===== src/hdl/ovw_consts.svh =====
// Register offsets, field positions and reset values of the overlay window.
`ifndef OVW_CONSTS_SVH
`define OVW_CONSTS_SVH
`define OVW_ADDR_CTRL 8'h10
`define OVW_ADDR_STRIDE 8'h54
`define OVW_ADDR_XB 8'h58
`define OVW_ADDR_YB 8'h5c
`define OVW_ADDR_SIZE 8'h60
`define OVW_EN_BIT 19
`define OVW_ROT_HI 17
`define OVW_ROT_LO 16
`define OVW_BPP_HI 4
`define OVW_BPP_LO 0
`define OVW_END_HI 25
`define OVW_END_LO 16
`define OVW_BEG_HI 9
`define OVW_BEG_LO 0
`define OVW_WID_HI 31
`define OVW_WID_LO 16
`define OVW_HGT_HI 10
`define OVW_HGT_LO 0
`define OVW_RST_WORD 32'h0000_0000
`define OVW_BPP_RST 5'h01
`endif


===== src/hdl/ovw_pkg.sv =====
// Types shared by the overlay window geometry block.
package ovw_pkg;
  typedef enum logic [1:0] {
    OVW_ROT0 = 2'h0,
    OVW_ROT90 = 2'h1,
    OVW_ROT180 = 2'h2,
    OVW_ROT270 = 2'h3
  } ovw_rot_e;
  typedef struct packed {
    logic [9:0] endPos;
    logic [9:0] beginPos;
  } ovw_bounds_s;
  typedef struct packed {
    logic valid;
    logic frameStart;
    logic lineEnd;
    logic [9:0] h;
    logic [9:0] v;
    logic [15:0] mainPixel;
    logic [15:0] ovlPixel;
  } ovw_pix_s;
  typedef struct packed {
    logic overlayEnable;
    ovw_rot_e rotation;
    logic [4:0] bpp;
    logic [9:0] strideWords;
    ovw_bounds_s firstAxis;
    ovw_bounds_s secondAxis;
    logic [19:0] lineWord;
    logic lineHit;
    logic sel;
    logic [15:0] pixOut;
    logic [19:0] fetchWord;
    logic [31:0] prdata;
    logic pslverr;
  } ovw_state_s;
endpackage : ovw_pkg


===== src/hdl/ovw_overlay_window_geometry.sv =====
// Overlay window geometry, stride stepping and pixel selection.
`timescale 1ns/1ps
`include "ovw_consts.svh"
module ovw_overlay_window_geometry (
  // Clock and reset.
  input wire logic clk,
  input wire logic rst_n,
  // APB slave.
  input wire logic [7:0] paddr,
  input wire logic psel,
  input wire logic penable,
  input wire logic pwrite,
  input wire logic [31:0] pwdata,
  output logic [31:0] prdata,
  output logic pready,
  output logic pslverr,
  // Scan position and pixels from the display controller.
  input wire ovw_pkg::ovw_pix_s pix,
  // Pixel and fetch results.
  output logic [15:0] pixOut,
  output logic ovlActive,
  output logic [19:0] fetchWord,
  output logic [15:0] ovlWidth,
  output logic [10:0] ovlHeight
);
  ovw_pkg::ovw_state_s s_q;
  ovw_pkg::ovw_state_s s_d;
  logic [2:0] shift;
  logic swapAxes;
  ovw_pkg::ovw_bounds_s hAxis;
  ovw_pkg::ovw_bounds_s vAxis;
  logic [9:0] hWord;
  logic inH;
  logic inV;
  logic hit;
  logic [10:0] hSpan;
  logic [10:0] vSpan;
  logic wrAcc;
  logic setup;
  logic [31:0] rdWord;
  logic mapped;

  // Depth and rotation are the main window's, held here once.
  always_comb begin
    case (s_q.bpp)
      5'h10: shift = 3'h1;
      5'h08: shift = 3'h2;
      5'h04: shift = 3'h3;
      5'h02: shift = 3'h4;
      default: shift = 3'h5;
    endcase
  end

  // At 90 and 270 degrees the first axis runs vertically.
  assign swapAxes = s_q.rotation[0];
  assign hAxis = swapAxes ? s_q.secondAxis : s_q.firstAxis;
  assign vAxis = swapAxes ? s_q.firstAxis : s_q.secondAxis;
  assign hWord = pix.h >> shift;
  assign inH = (hWord >= hAxis.beginPos) && (hWord <= hAxis.endPos);
  assign inV = (pix.v >= vAxis.beginPos) && (pix.v <= vAxis.endPos);
  assign hit = s_q.overlayEnable && pix.valid && inH && inV;

  // Spans are reported in screen terms, so width and height follow the axis swap.
  assign hSpan = {1'b0, hAxis.endPos} - {1'b0, hAxis.beginPos} + 11'h1;
  assign vSpan = {1'b0, vAxis.endPos} - {1'b0, vAxis.beginPos} + 11'h1;
  assign ovlWidth = 16'({5'h0, hSpan} << shift);
  assign ovlHeight = vSpan;

  assign setup = psel && !penable;
  assign wrAcc = psel && penable && pwrite;
  assign pready = 1'b1;

  always_comb begin
    mapped = 1'b1;
    rdWord = `OVW_RST_WORD;
    case (paddr)
      `OVW_ADDR_CTRL: begin
        rdWord[`OVW_EN_BIT] = s_q.overlayEnable;
        rdWord[`OVW_ROT_HI:`OVW_ROT_LO] = s_q.rotation;
        rdWord[`OVW_BPP_HI:`OVW_BPP_LO] = s_q.bpp;
      end
      `OVW_ADDR_STRIDE: rdWord[9:0] = s_q.strideWords;
      `OVW_ADDR_XB: begin
        rdWord[`OVW_END_HI:`OVW_END_LO] = s_q.firstAxis.endPos;
        rdWord[`OVW_BEG_HI:`OVW_BEG_LO] = s_q.firstAxis.beginPos;
      end
      `OVW_ADDR_YB: begin
        rdWord[`OVW_END_HI:`OVW_END_LO] = s_q.secondAxis.endPos;
        rdWord[`OVW_BEG_HI:`OVW_BEG_LO] = s_q.secondAxis.beginPos;
      end
      `OVW_ADDR_SIZE: begin
        rdWord[`OVW_WID_HI:`OVW_WID_LO] = ovlWidth;
        rdWord[`OVW_HGT_HI:`OVW_HGT_LO] = ovlHeight;
      end
      default: mapped = 1'b0;
    endcase
  end

  always_comb begin
    s_d = s_q;
    if (setup) begin
      s_d.prdata = pwrite ? `OVW_RST_WORD : rdWord;
      s_d.pslverr = !mapped;
    end
    if (wrAcc) begin
      case (paddr)
        `OVW_ADDR_CTRL: begin
          s_d.overlayEnable = pwdata[`OVW_EN_BIT];
          s_d.rotation =
            ovw_pkg::ovw_rot_e'(pwdata[`OVW_ROT_HI:`OVW_ROT_LO]);
          s_d.bpp = pwdata[`OVW_BPP_HI:`OVW_BPP_LO];
        end
        `OVW_ADDR_STRIDE: s_d.strideWords = pwdata[9:0];
        `OVW_ADDR_XB: begin
          s_d.firstAxis.endPos = pwdata[`OVW_END_HI:`OVW_END_LO];
          s_d.firstAxis.beginPos = pwdata[`OVW_BEG_HI:`OVW_BEG_LO];
        end
        `OVW_ADDR_YB: begin
          s_d.secondAxis.endPos = pwdata[`OVW_END_HI:`OVW_END_LO];
          s_d.secondAxis.beginPos = pwdata[`OVW_BEG_HI:`OVW_BEG_LO];
        end
        default: s_d.pslverr = s_d.pslverr;
      endcase
    end
    // The memory line may be wider than the shown part, so each
    // overlay line advances by the stride, not by the shown width.
    if (hit) begin
      s_d.lineHit = 1'b1;
    end
    if (pix.lineEnd && (s_q.lineHit || hit)) begin
      s_d.lineWord = s_q.lineWord + {10'h0, s_q.strideWords};
      s_d.lineHit = 1'b0;
    end
    if (pix.frameStart) begin
      s_d.lineWord = 20'h0;
      s_d.lineHit = 1'b0;
    end
    s_d.sel = hit;
    s_d.pixOut = hit ? pix.ovlPixel : pix.mainPixel;
    s_d.fetchWord = hit ?
      s_q.lineWord + {10'h0, hWord - hAxis.beginPos} : s_q.fetchWord;
    if (!rst_n) begin
      s_d = '0;
      s_d.bpp = `OVW_BPP_RST;
    end
  end

  always_ff @(posedge clk) begin
    s_q <= s_d;
  end

  assign prdata = s_q.prdata;
  assign pslverr = s_q.pslverr;
  assign pixOut = s_q.pixOut;
  assign ovlActive = s_q.sel;
  assign fetchWord = s_q.fetchWord;

  a_xb_write: assert property (@(posedge clk) disable iff (!rst_n)
    wrAcc && paddr == `OVW_ADDR_XB |=>
      s_q.firstAxis.endPos == $past(pwdata[25:16]) &&
      s_q.firstAxis.beginPos == $past(pwdata[9:0]))
    else $error("X bounds write not stored");

  a_xb_reset: assert property (@(posedge clk)
    !rst_n |=> s_q.firstAxis == '0 && s_q.strideWords == 10'h0)
    else $error("bounds not zero after reset");

  a_off_quiet: assert property (@(posedge clk) disable iff (!rst_n)
    !s_q.overlayEnable |=> !ovlActive)
    else $error("overlay shown while disabled");

  a_pix_mux: assert property (@(posedge clk) disable iff (!rst_n)
    ##1 ovlActive |-> pixOut == $past(pix.ovlPixel))
    else $error("overlay pixel not passed");

  a_main_pass: assert property (@(posedge clk) disable iff (!rst_n)
    ##1 !ovlActive |-> pixOut == $past(pix.mainPixel))
    else $error("main pixel not passed");

  a_swap_axes: assert property (@(posedge clk) disable iff (!rst_n)
    s_q.rotation[0] && hit |->
      pix.v >= s_q.firstAxis.beginPos && pix.v <= s_q.firstAxis.endPos)
    else $error("rotated overlay ignores first axis");

  a_stride_step: assert property (@(posedge clk) disable iff (!rst_n)
    pix.lineEnd && s_q.lineHit && !pix.frameStart |=>
      s_q.lineWord == $past(s_q.lineWord) + 20'($past(s_q.strideWords)))
    else $error("line not stepped by stride");

  a_width_calc: assert property (@(posedge clk) disable iff (!rst_n)
    s_q.bpp == 5'h08 && !s_q.rotation[0] |->
      ovlWidth == 16'({5'h0, s_q.firstAxis.endPos - s_q.firstAxis.beginPos
        + 10'h1} << 2))
    else $error("width at 8 bpp wrong");

  a_height_calc: assert property (@(posedge clk) disable iff (!rst_n)
    !s_q.rotation[0] && s_q.secondAxis.endPos >= s_q.secondAxis.beginPos
      |-> ovlHeight == 11'(s_q.secondAxis.endPos - s_q.secondAxis.beginPos)
        + 11'h1)
    else $error("height wrong");

  a_bad_addr: assert property (@(posedge clk) disable iff (!rst_n)
    setup && !mapped |=> pslverr && prdata == 32'h0)
    else $error("unmapped address not refused");

  c_ovl_show: cover property (@(posedge clk) disable iff (!rst_n)
    !ovlActive ##1 ovlActive ##1 !ovlActive);
  c_rot90: cover property (@(posedge clk) disable iff (!rst_n)
    s_q.rotation == ovw_pkg::OVW_ROT90 && ovlActive);
  c_two_lines: cover property (@(posedge clk) disable iff (!rst_n)
    pix.lineEnd && s_q.lineHit && s_q.lineWord != 20'h0);
endmodule : ovw_overlay_window_geometry


===== config.mk =====
export PLATFORM = sky130hd
export DESIGN_NAME = ovw_overlay_window_geometry
export DESIGN_NICKNAME = d
export VERILOG_FILES = /design/src/hdl/ovw_pkg.sv /design/src/hdl/ovw_overlay_window_geometry.sv
export VERILOG_INCLUDE_DIRS = /design/src /design/src/hdl
export SDC_FILE = /design/constraint.sdc
export NUM_CORES = 1
export LEC_CHECK = 0
export ABC_CLOCK_PERIOD_IN_PS = 12910
export BUFFER_PORTS_ARGS = -buffer_cell sky130_fd_sc_hd__buf_2
export CAP_MARGIN = 10
export CORE_ASPECT_RATIO = 1.5
export CORE_MARGIN = 2
export CORE_UTILIZATION = 60
export DETAILED_ROUTE_END_ITERATION = 8
export GPL_ROUTABILITY_DRIVEN = 1
export PLACE_DENSITY = 0.85
export RECOVER_POWER = 25
export SETUP_SLACK_MARGIN = 0.2
export SYNTH_ARGS = -nofsm -noshare
export SYNTH_HDL_FRONTEND = slang
export SYNTH_SLANG_ARGS = --single-unit

===== constraint.sdc =====
create_clock -name clk -period 12.91 [get_ports clk]
set_input_delay 2.582 -clock clk [delete_from_list [all_inputs] [get_ports clk]]
set_output_delay 2.582 -clock clk [all_outputs]
set_load 0.02 [all_outputs]

; Yosys cells after proc, flatten, opt, wreduce, memory -nomap -nowiden
; Cells that the tools add are included.
[word_totals]
reg_bits = 149
output_inout_bits = 98
wordCells = 71
[op_classes]
add_sub_neg = 7
order_cmp = 4
n_eq_ne = 9
n_shift = 2
mux = 14
bitwise = 1
reduce_logical = 19
[op_table]
columns = op, n
row1 = adder 20 x 10 -> 20 bit, 2
row2 = two-way mux 20 bit, 2
row3 = "== test 8 x 7 -> 1 bit, second input constant", 4
row4 = two-way mux 32 bit, 1
row5 = one-hot mux 5 bit (5 select lines), 1
row6 = "adder 11 x 1 -> 11 bit, second input constant", 2
row7 = subtractor 10 x 10 -> 11 bit, 2
row8 = greater-or-equal comparator 10 bit, 2
row9 = less-or-equal comparator 10 bit, 2
row10 = one-hot mux 5 bit (4 select lines), 1
row11 = one-hot mux 6 bit (3 select lines), 1
row12 = two-way mux 16 bit, 1
row13 = left shift 11 x 3 -> 16 bit, 1
row14 = one-hot mux 3 bit (4 select lines), 1
row15 = right shift 10 x 3 -> 10 bit, 1
row16 = subtractor 10 bit, 1
row17 = logical AND 1 bit, 9
row18 = "== test 8 x 5 -> 1 bit, second input constant", 1
row19 = one-hot mux 2 bit (4 select lines), 1
row20 = AND reduction 2 bit, 4
row21 = two-way mux 6 bit, 1
row22 = "== test 5 x 2 -> 1 bit, second input constant", 1
row23 = "== test 5 x 3 -> 1 bit, second input constant", 1
row24 = "== test 5 x 4 -> 1 bit, second input constant", 1
row25 = other kinds (10), 12

; Longest topological paths before layout
[logic_depth]
depth_word = 10
mapped_depth = 27

; Least setup slack after synthesis
; Ideal clock, no wire load.
[synth_path]
path_kind = flip-flop to output port
startpoint = register s_q[146] (netlist bit)
endpoint = output port ovlWidth[10]
arrival_ns = 3.876
setup_slack_ns = 6.452
path_stages_with_launch = 16
n_path_buf = 2
path_cell_list = dfxtp_1 clkbuf_1 clkbuf_1 mux2i_1 inv_1 ha_1 inv_1 ha_1 fa_1 a211oi_1 nor2_1 o31ai_1 a21oi_1 xor2_1 mux2i_1 o31ai_1
[synth_via]
elab_chain_len = 4
[synth_lines]
columns = item, line_no
row1 = "start, declared", ovw_overlay_window_geometry.sv:26  ; ovw_pkg::ovw_state_s s_q;
row2 = "start signal, assigned", ovw_overlay_window_geometry.sv:149  ; s_q <= s_d;
row3 = two-way mux 20 bit, ovw_overlay_window_geometry.sv:56  ; assign hAxis = swapAxes ? s_q.secondAxis : s_q.firstAxis;
row4 = subtractor 10 x 10 -> 11 bit, ovw_overlay_window_geometry.sv:64  ; assign hSpan = {1'b0, hAxis.endPos} - {1'b0, hAxis.beginPos} + 11'h1;
row5 = adder 11 x 1 -> 11 bit, ovw_overlay_window_geometry.sv:64
row6 = left shift 11 x 3 -> 16 bit, ovw_overlay_window_geometry.sv:66  ; assign ovlWidth = 16'({5'h0, hSpan} << shift);
row7 = "end, declared", ovw_overlay_window_geometry.sv:23  ; output logic [15:0] ovlWidth,
; No other way between the ends.

; Final worst setup path
[layout_path]
startpoint = register s_q[146] (netlist bit)
endpoint = output port ovlWidth[13]
; The elaborated chain is that of the path after synthesis.

==> qor.yml <==
power:
  peakVddDrop_v: 0.00009812
  leakage_nw: 4.757
  power_density_nw_per_um2: 90.39
  finalPower_mw: 1.038
sta:
  finalSetupTns_ns: 0
  finalMaxSlewViolations: 0
  grt_setup_unrepaired: "false"
  setup_viol: 0
  tightest_slew_ns: 1.116
  finalCritPeriodShare_pct: 59.83
  hold_viol_final: 0
  max_freq_mhz: 129.5
  slew_headroom_pct: 25.60
  worst_clock_skew_ns: 0.01568
  period_needed_ns: 7.724
flow_run:
  drv_cap: 0
synthesis:
  syn_inst: 1274
  async_flop_share_pct: 0
  synthAdderAreaFrac_pct: 12.79
  seq_area_frac_synth_pct: 27.54
  synthMuxAreaShare_pct: 11.88
  yosysWarnings: 0
  yosysTopAreaCellShare_pct: 27.54
  synth_area_leader_cell: "dfxtp_1"
  synth_top_family_by_area: "compound AO/OA/AOI/OAI gates"
  synth-compound-area-share_pct: 18.06
  synth-simple-area-share_pct: 16.29
  netlist_area_sq_um: 10470
  synth_cell_types: 66
  synth_area_per_cell_sq_um: 8.215
  synth_ff_type: "dfxtp_1"
  synth-seq-cells: 144
  netlist_top_cells_area: "dfxtp_1, ha_1, mux2i_1"
  synthXorXnorAreaFrac_pct: 4.100
  synth_edf_count: 0
place:
  dpl.cell_count: 1546
  place_area_sq_um: 10940
  dp_hpwl_mm: 21.29
  place.gp.congestion: 0.9516
  io_buffers: 178
clocking:
  cts_setup_buffers: 0
  hold_buffers: 0
  cts.clk_slew.worst_paths_ns: 0.07
  cts_resized: 0
  clock_latency_ns: 0.44
  numCtsBuffers: 17
  htree_levels: 4
  cts_max_path_buffers: 2
  root_buffer: "clkbuf_16"
  cts.sinks: 144
  cts_tree: "done"
worst_setup_path:
  cpMaxStageDelayCell: "dfxtp_2"
  start_kind: "flip-flop"
  critPathLaunch: "s_q[146]$_SDFFE_PN0P_"
  cp.depth: 15
  crit_buf_inv: 4
  crit_family: "compound AO/OA/AOI/OAI gates"
  rrSetupSlack_ns: 7.11
  worstSetupEndpoint: "ovlWidth[13]"
  reg2reg_to: "fetchWord[19]$_SDFFE_PN0N_"
  worstPathCellList: "buf_4, mux2i_1, inv_1, ha_1, inv_1, ha_1, fa_1, a211oi_1, nor2_1, o31ai_1, a21oi_1, xor2_1, a21oi_1, o31ai_1, buf_2"
  critPathMaxFanout: 24
  max_stage_delay_ns: 0.70
  cp-end-kind: "primary output"
  r2r_start: "s_q[142]$_SDFFE_PN0P_"
  worstPathRequired_ns: 10.33
  crit_arrival_ns: 5.14
  reg2reg_depth: 22
  crit_type: "flip-flop to primary output"
finish:
  drive_gt1_share_pct: 14.49
  syn_to_final_growth_pct: 9.731
  nNetsFinal: 1557
  fin_area_sq_um: 11480
  fin_cells: 1581
grt:
  grt_first_pass_wirelength_mm: 45.42
  grt-ovfl-total: 0
  track_usage_pct: 30.18
  grt_pass1_vias: 9300
  antenna_found_initial: 2
  grt_max_degree: 106
floorplanning:
  dieArea_sq_um: 18540
  rows: 59
  coreArea_sq_um: 17200
  fp.dieW_um: 111.8
  pin_count: 198
  die_h_um: 165.8
  initial_core_util_pct: 60.85
detailed_routing:
  wl_per_cell_um: 18.03
  drc: 0
  first_pass_iters: 6
  drt_wl_total_mm: 28.51
  vias_per_cell: 6.103
  drt-initial-drc-count: 723
  vias: 9649
  final_antenna_net_count: 0
min_path:
  hp-class: "flip-flop to flip-flop"
  min_path_cells: 2
status:
  status: "completed"
==> report_power, final <==
group | internal, mW | total, mW | switching (mW)
sequential | 0.447 | 0.448 | 0.000790
clock | 0.294 | 0.514 | 0.220
combinational | 0.0281 | 0.0764 | 0.0483
==> stage by stage <==
stage	hold WS, ns	utilization [%]	setup WS, ns
2_1_floorplan	0.4263	-	6.452
3_3_place_gp	0.4469	63.59	5.835
3_5_place_dp	0.4492	63.59	5.730
4_1_cts	0.4638	67.12	5.221
5_1_grt	0.4848	66.76	4.943
6_report	0.4665	66.77	5.186
==> cells by family (layout without fill, tap and decap cells) <==
| logic type | after synthesis | after routing |
|---|---|---|
| other cells | 2 | 11 |
| fa+ha+maj | 104 | 104 |
| compound gates | 290 | 290 |
| flops | 144 | 144 |
| mux | 121 | 121 |
| buf+inv | 180 | 265 |
| xor+xnor | 49 | 49 |
| simple gates | 384 | 384 |
==> layout by cell type (no fill, tap or decap), types with 19 or more instances in the layout <==
master and n:
ha_1 99, inv_1 41, xor2_1 26, a21oi_1 100, nand2_1 154, a22oi_1 19, xnor2_1 23, o21ai_0 44
clkbuf_1 58, nor2_1 127, mux2i_1 104, nand3_1 19, dfxtp_1 143, buf_2 120
==> cell usage after synthesis, types with 9 or more instances <==
cell type	count
mux2_2	16
inv_1	41
a211oi_1	17
o31ai_1	14
mux2i_1	104
xor2_1	26
a22oi_1	19
clkbuf_1	47
a21o_1	13
a21oi_1	100
nor2_1	127
nand3_1	19
nor2b_1	11
buf_2	9
o211ai_1	16
buf_4	73
o21ai_0	44
ha_1	99
nor3_1	14
or4_1	12
xnor2_1	23
dfxtp_1	144
nand2_1	154
==> worst reg2reg max path: stages, from the launching register on <==
cell and delay [ns]:
dfxtp_1 0.51, xnor2_1 0.18, or4_1 0.73, nand2_1 0.17
nand2_1 0.08, nor2_1 0.09, a21oi_1 0.07, and2_1 0.18
a31oi_1 0.29, ha_1 0.24, inv_1 0.05, fa_1 0.39
a21o_1 0.18, a21oi_2 0.21, o21ai_0 0.10, a21oi_1 0.18
xnor2_1 0.10, ha_1 0.23, o311ai_0 0.68, nor2_1 0.23
o311ai_0 0.40, xor2_1 0.15, a211oi_1 0.26
==> sequential cells by signal, summed over array words and instances (netlist names) <==
| register | flops |
|---|---|
| pixOut | 16 |
| ovlActive | 1 |
| fetchWord | 20 |
| prdata | 27 |
| s_q | 79 |
| pslverr | 1 |
==> per-layer routing <==
layer  GRT usage (%)  up-vias  wire (um)
met3           5.000      116       1721
met1           33.06     4516      10670
met5               0        -          5
met4           21.15        2       1933
li1                -     4616          -
met2           52.49      399      14180
==> final cells by class <==
class | instances | area [sq um]
inverters | 43 | 161.4
diodes | 2 | 5.005
clock buffers | 17 | 425.4
repair buffers | 190 | 908.4
flip-flops and latches | 144 | 2884
multi-input cells | 957 | 6653
fillers | 1428 | 5715
well taps | 213 | 266.5
clock inverters | 15 | 181.4
==> worst min path at each step <==
stage | start | end | slack (ns)
5_1_grt | prdata[30]$_SDFFE_PN0P_ | prdata[30]$_SDFFE_PN0P_ | 0.48
2_1_floorplan | prdata[30]$_SDFFE_PN0P_ | prdata[30]$_SDFFE_PN0P_ | 0.43
6_report | prdata[7]$_SDFFE_PN0P_ | prdata[7]$_SDFFE_PN0P_ | 0.47
4_1_cts | prdata[30]$_SDFFE_PN0P_ | prdata[30]$_SDFFE_PN0P_ | 0.46
3_5_place_dp | prdata[30]$_SDFFE_PN0P_ | prdata[30]$_SDFFE_PN0P_ | 0.45
3_3_place_gp | prdata[30]$_SDFFE_PN0P_ | prdata[30]$_SDFFE_PN0P_ | 0.45
No activity file was read; power rests on OpenSTA's default activity.
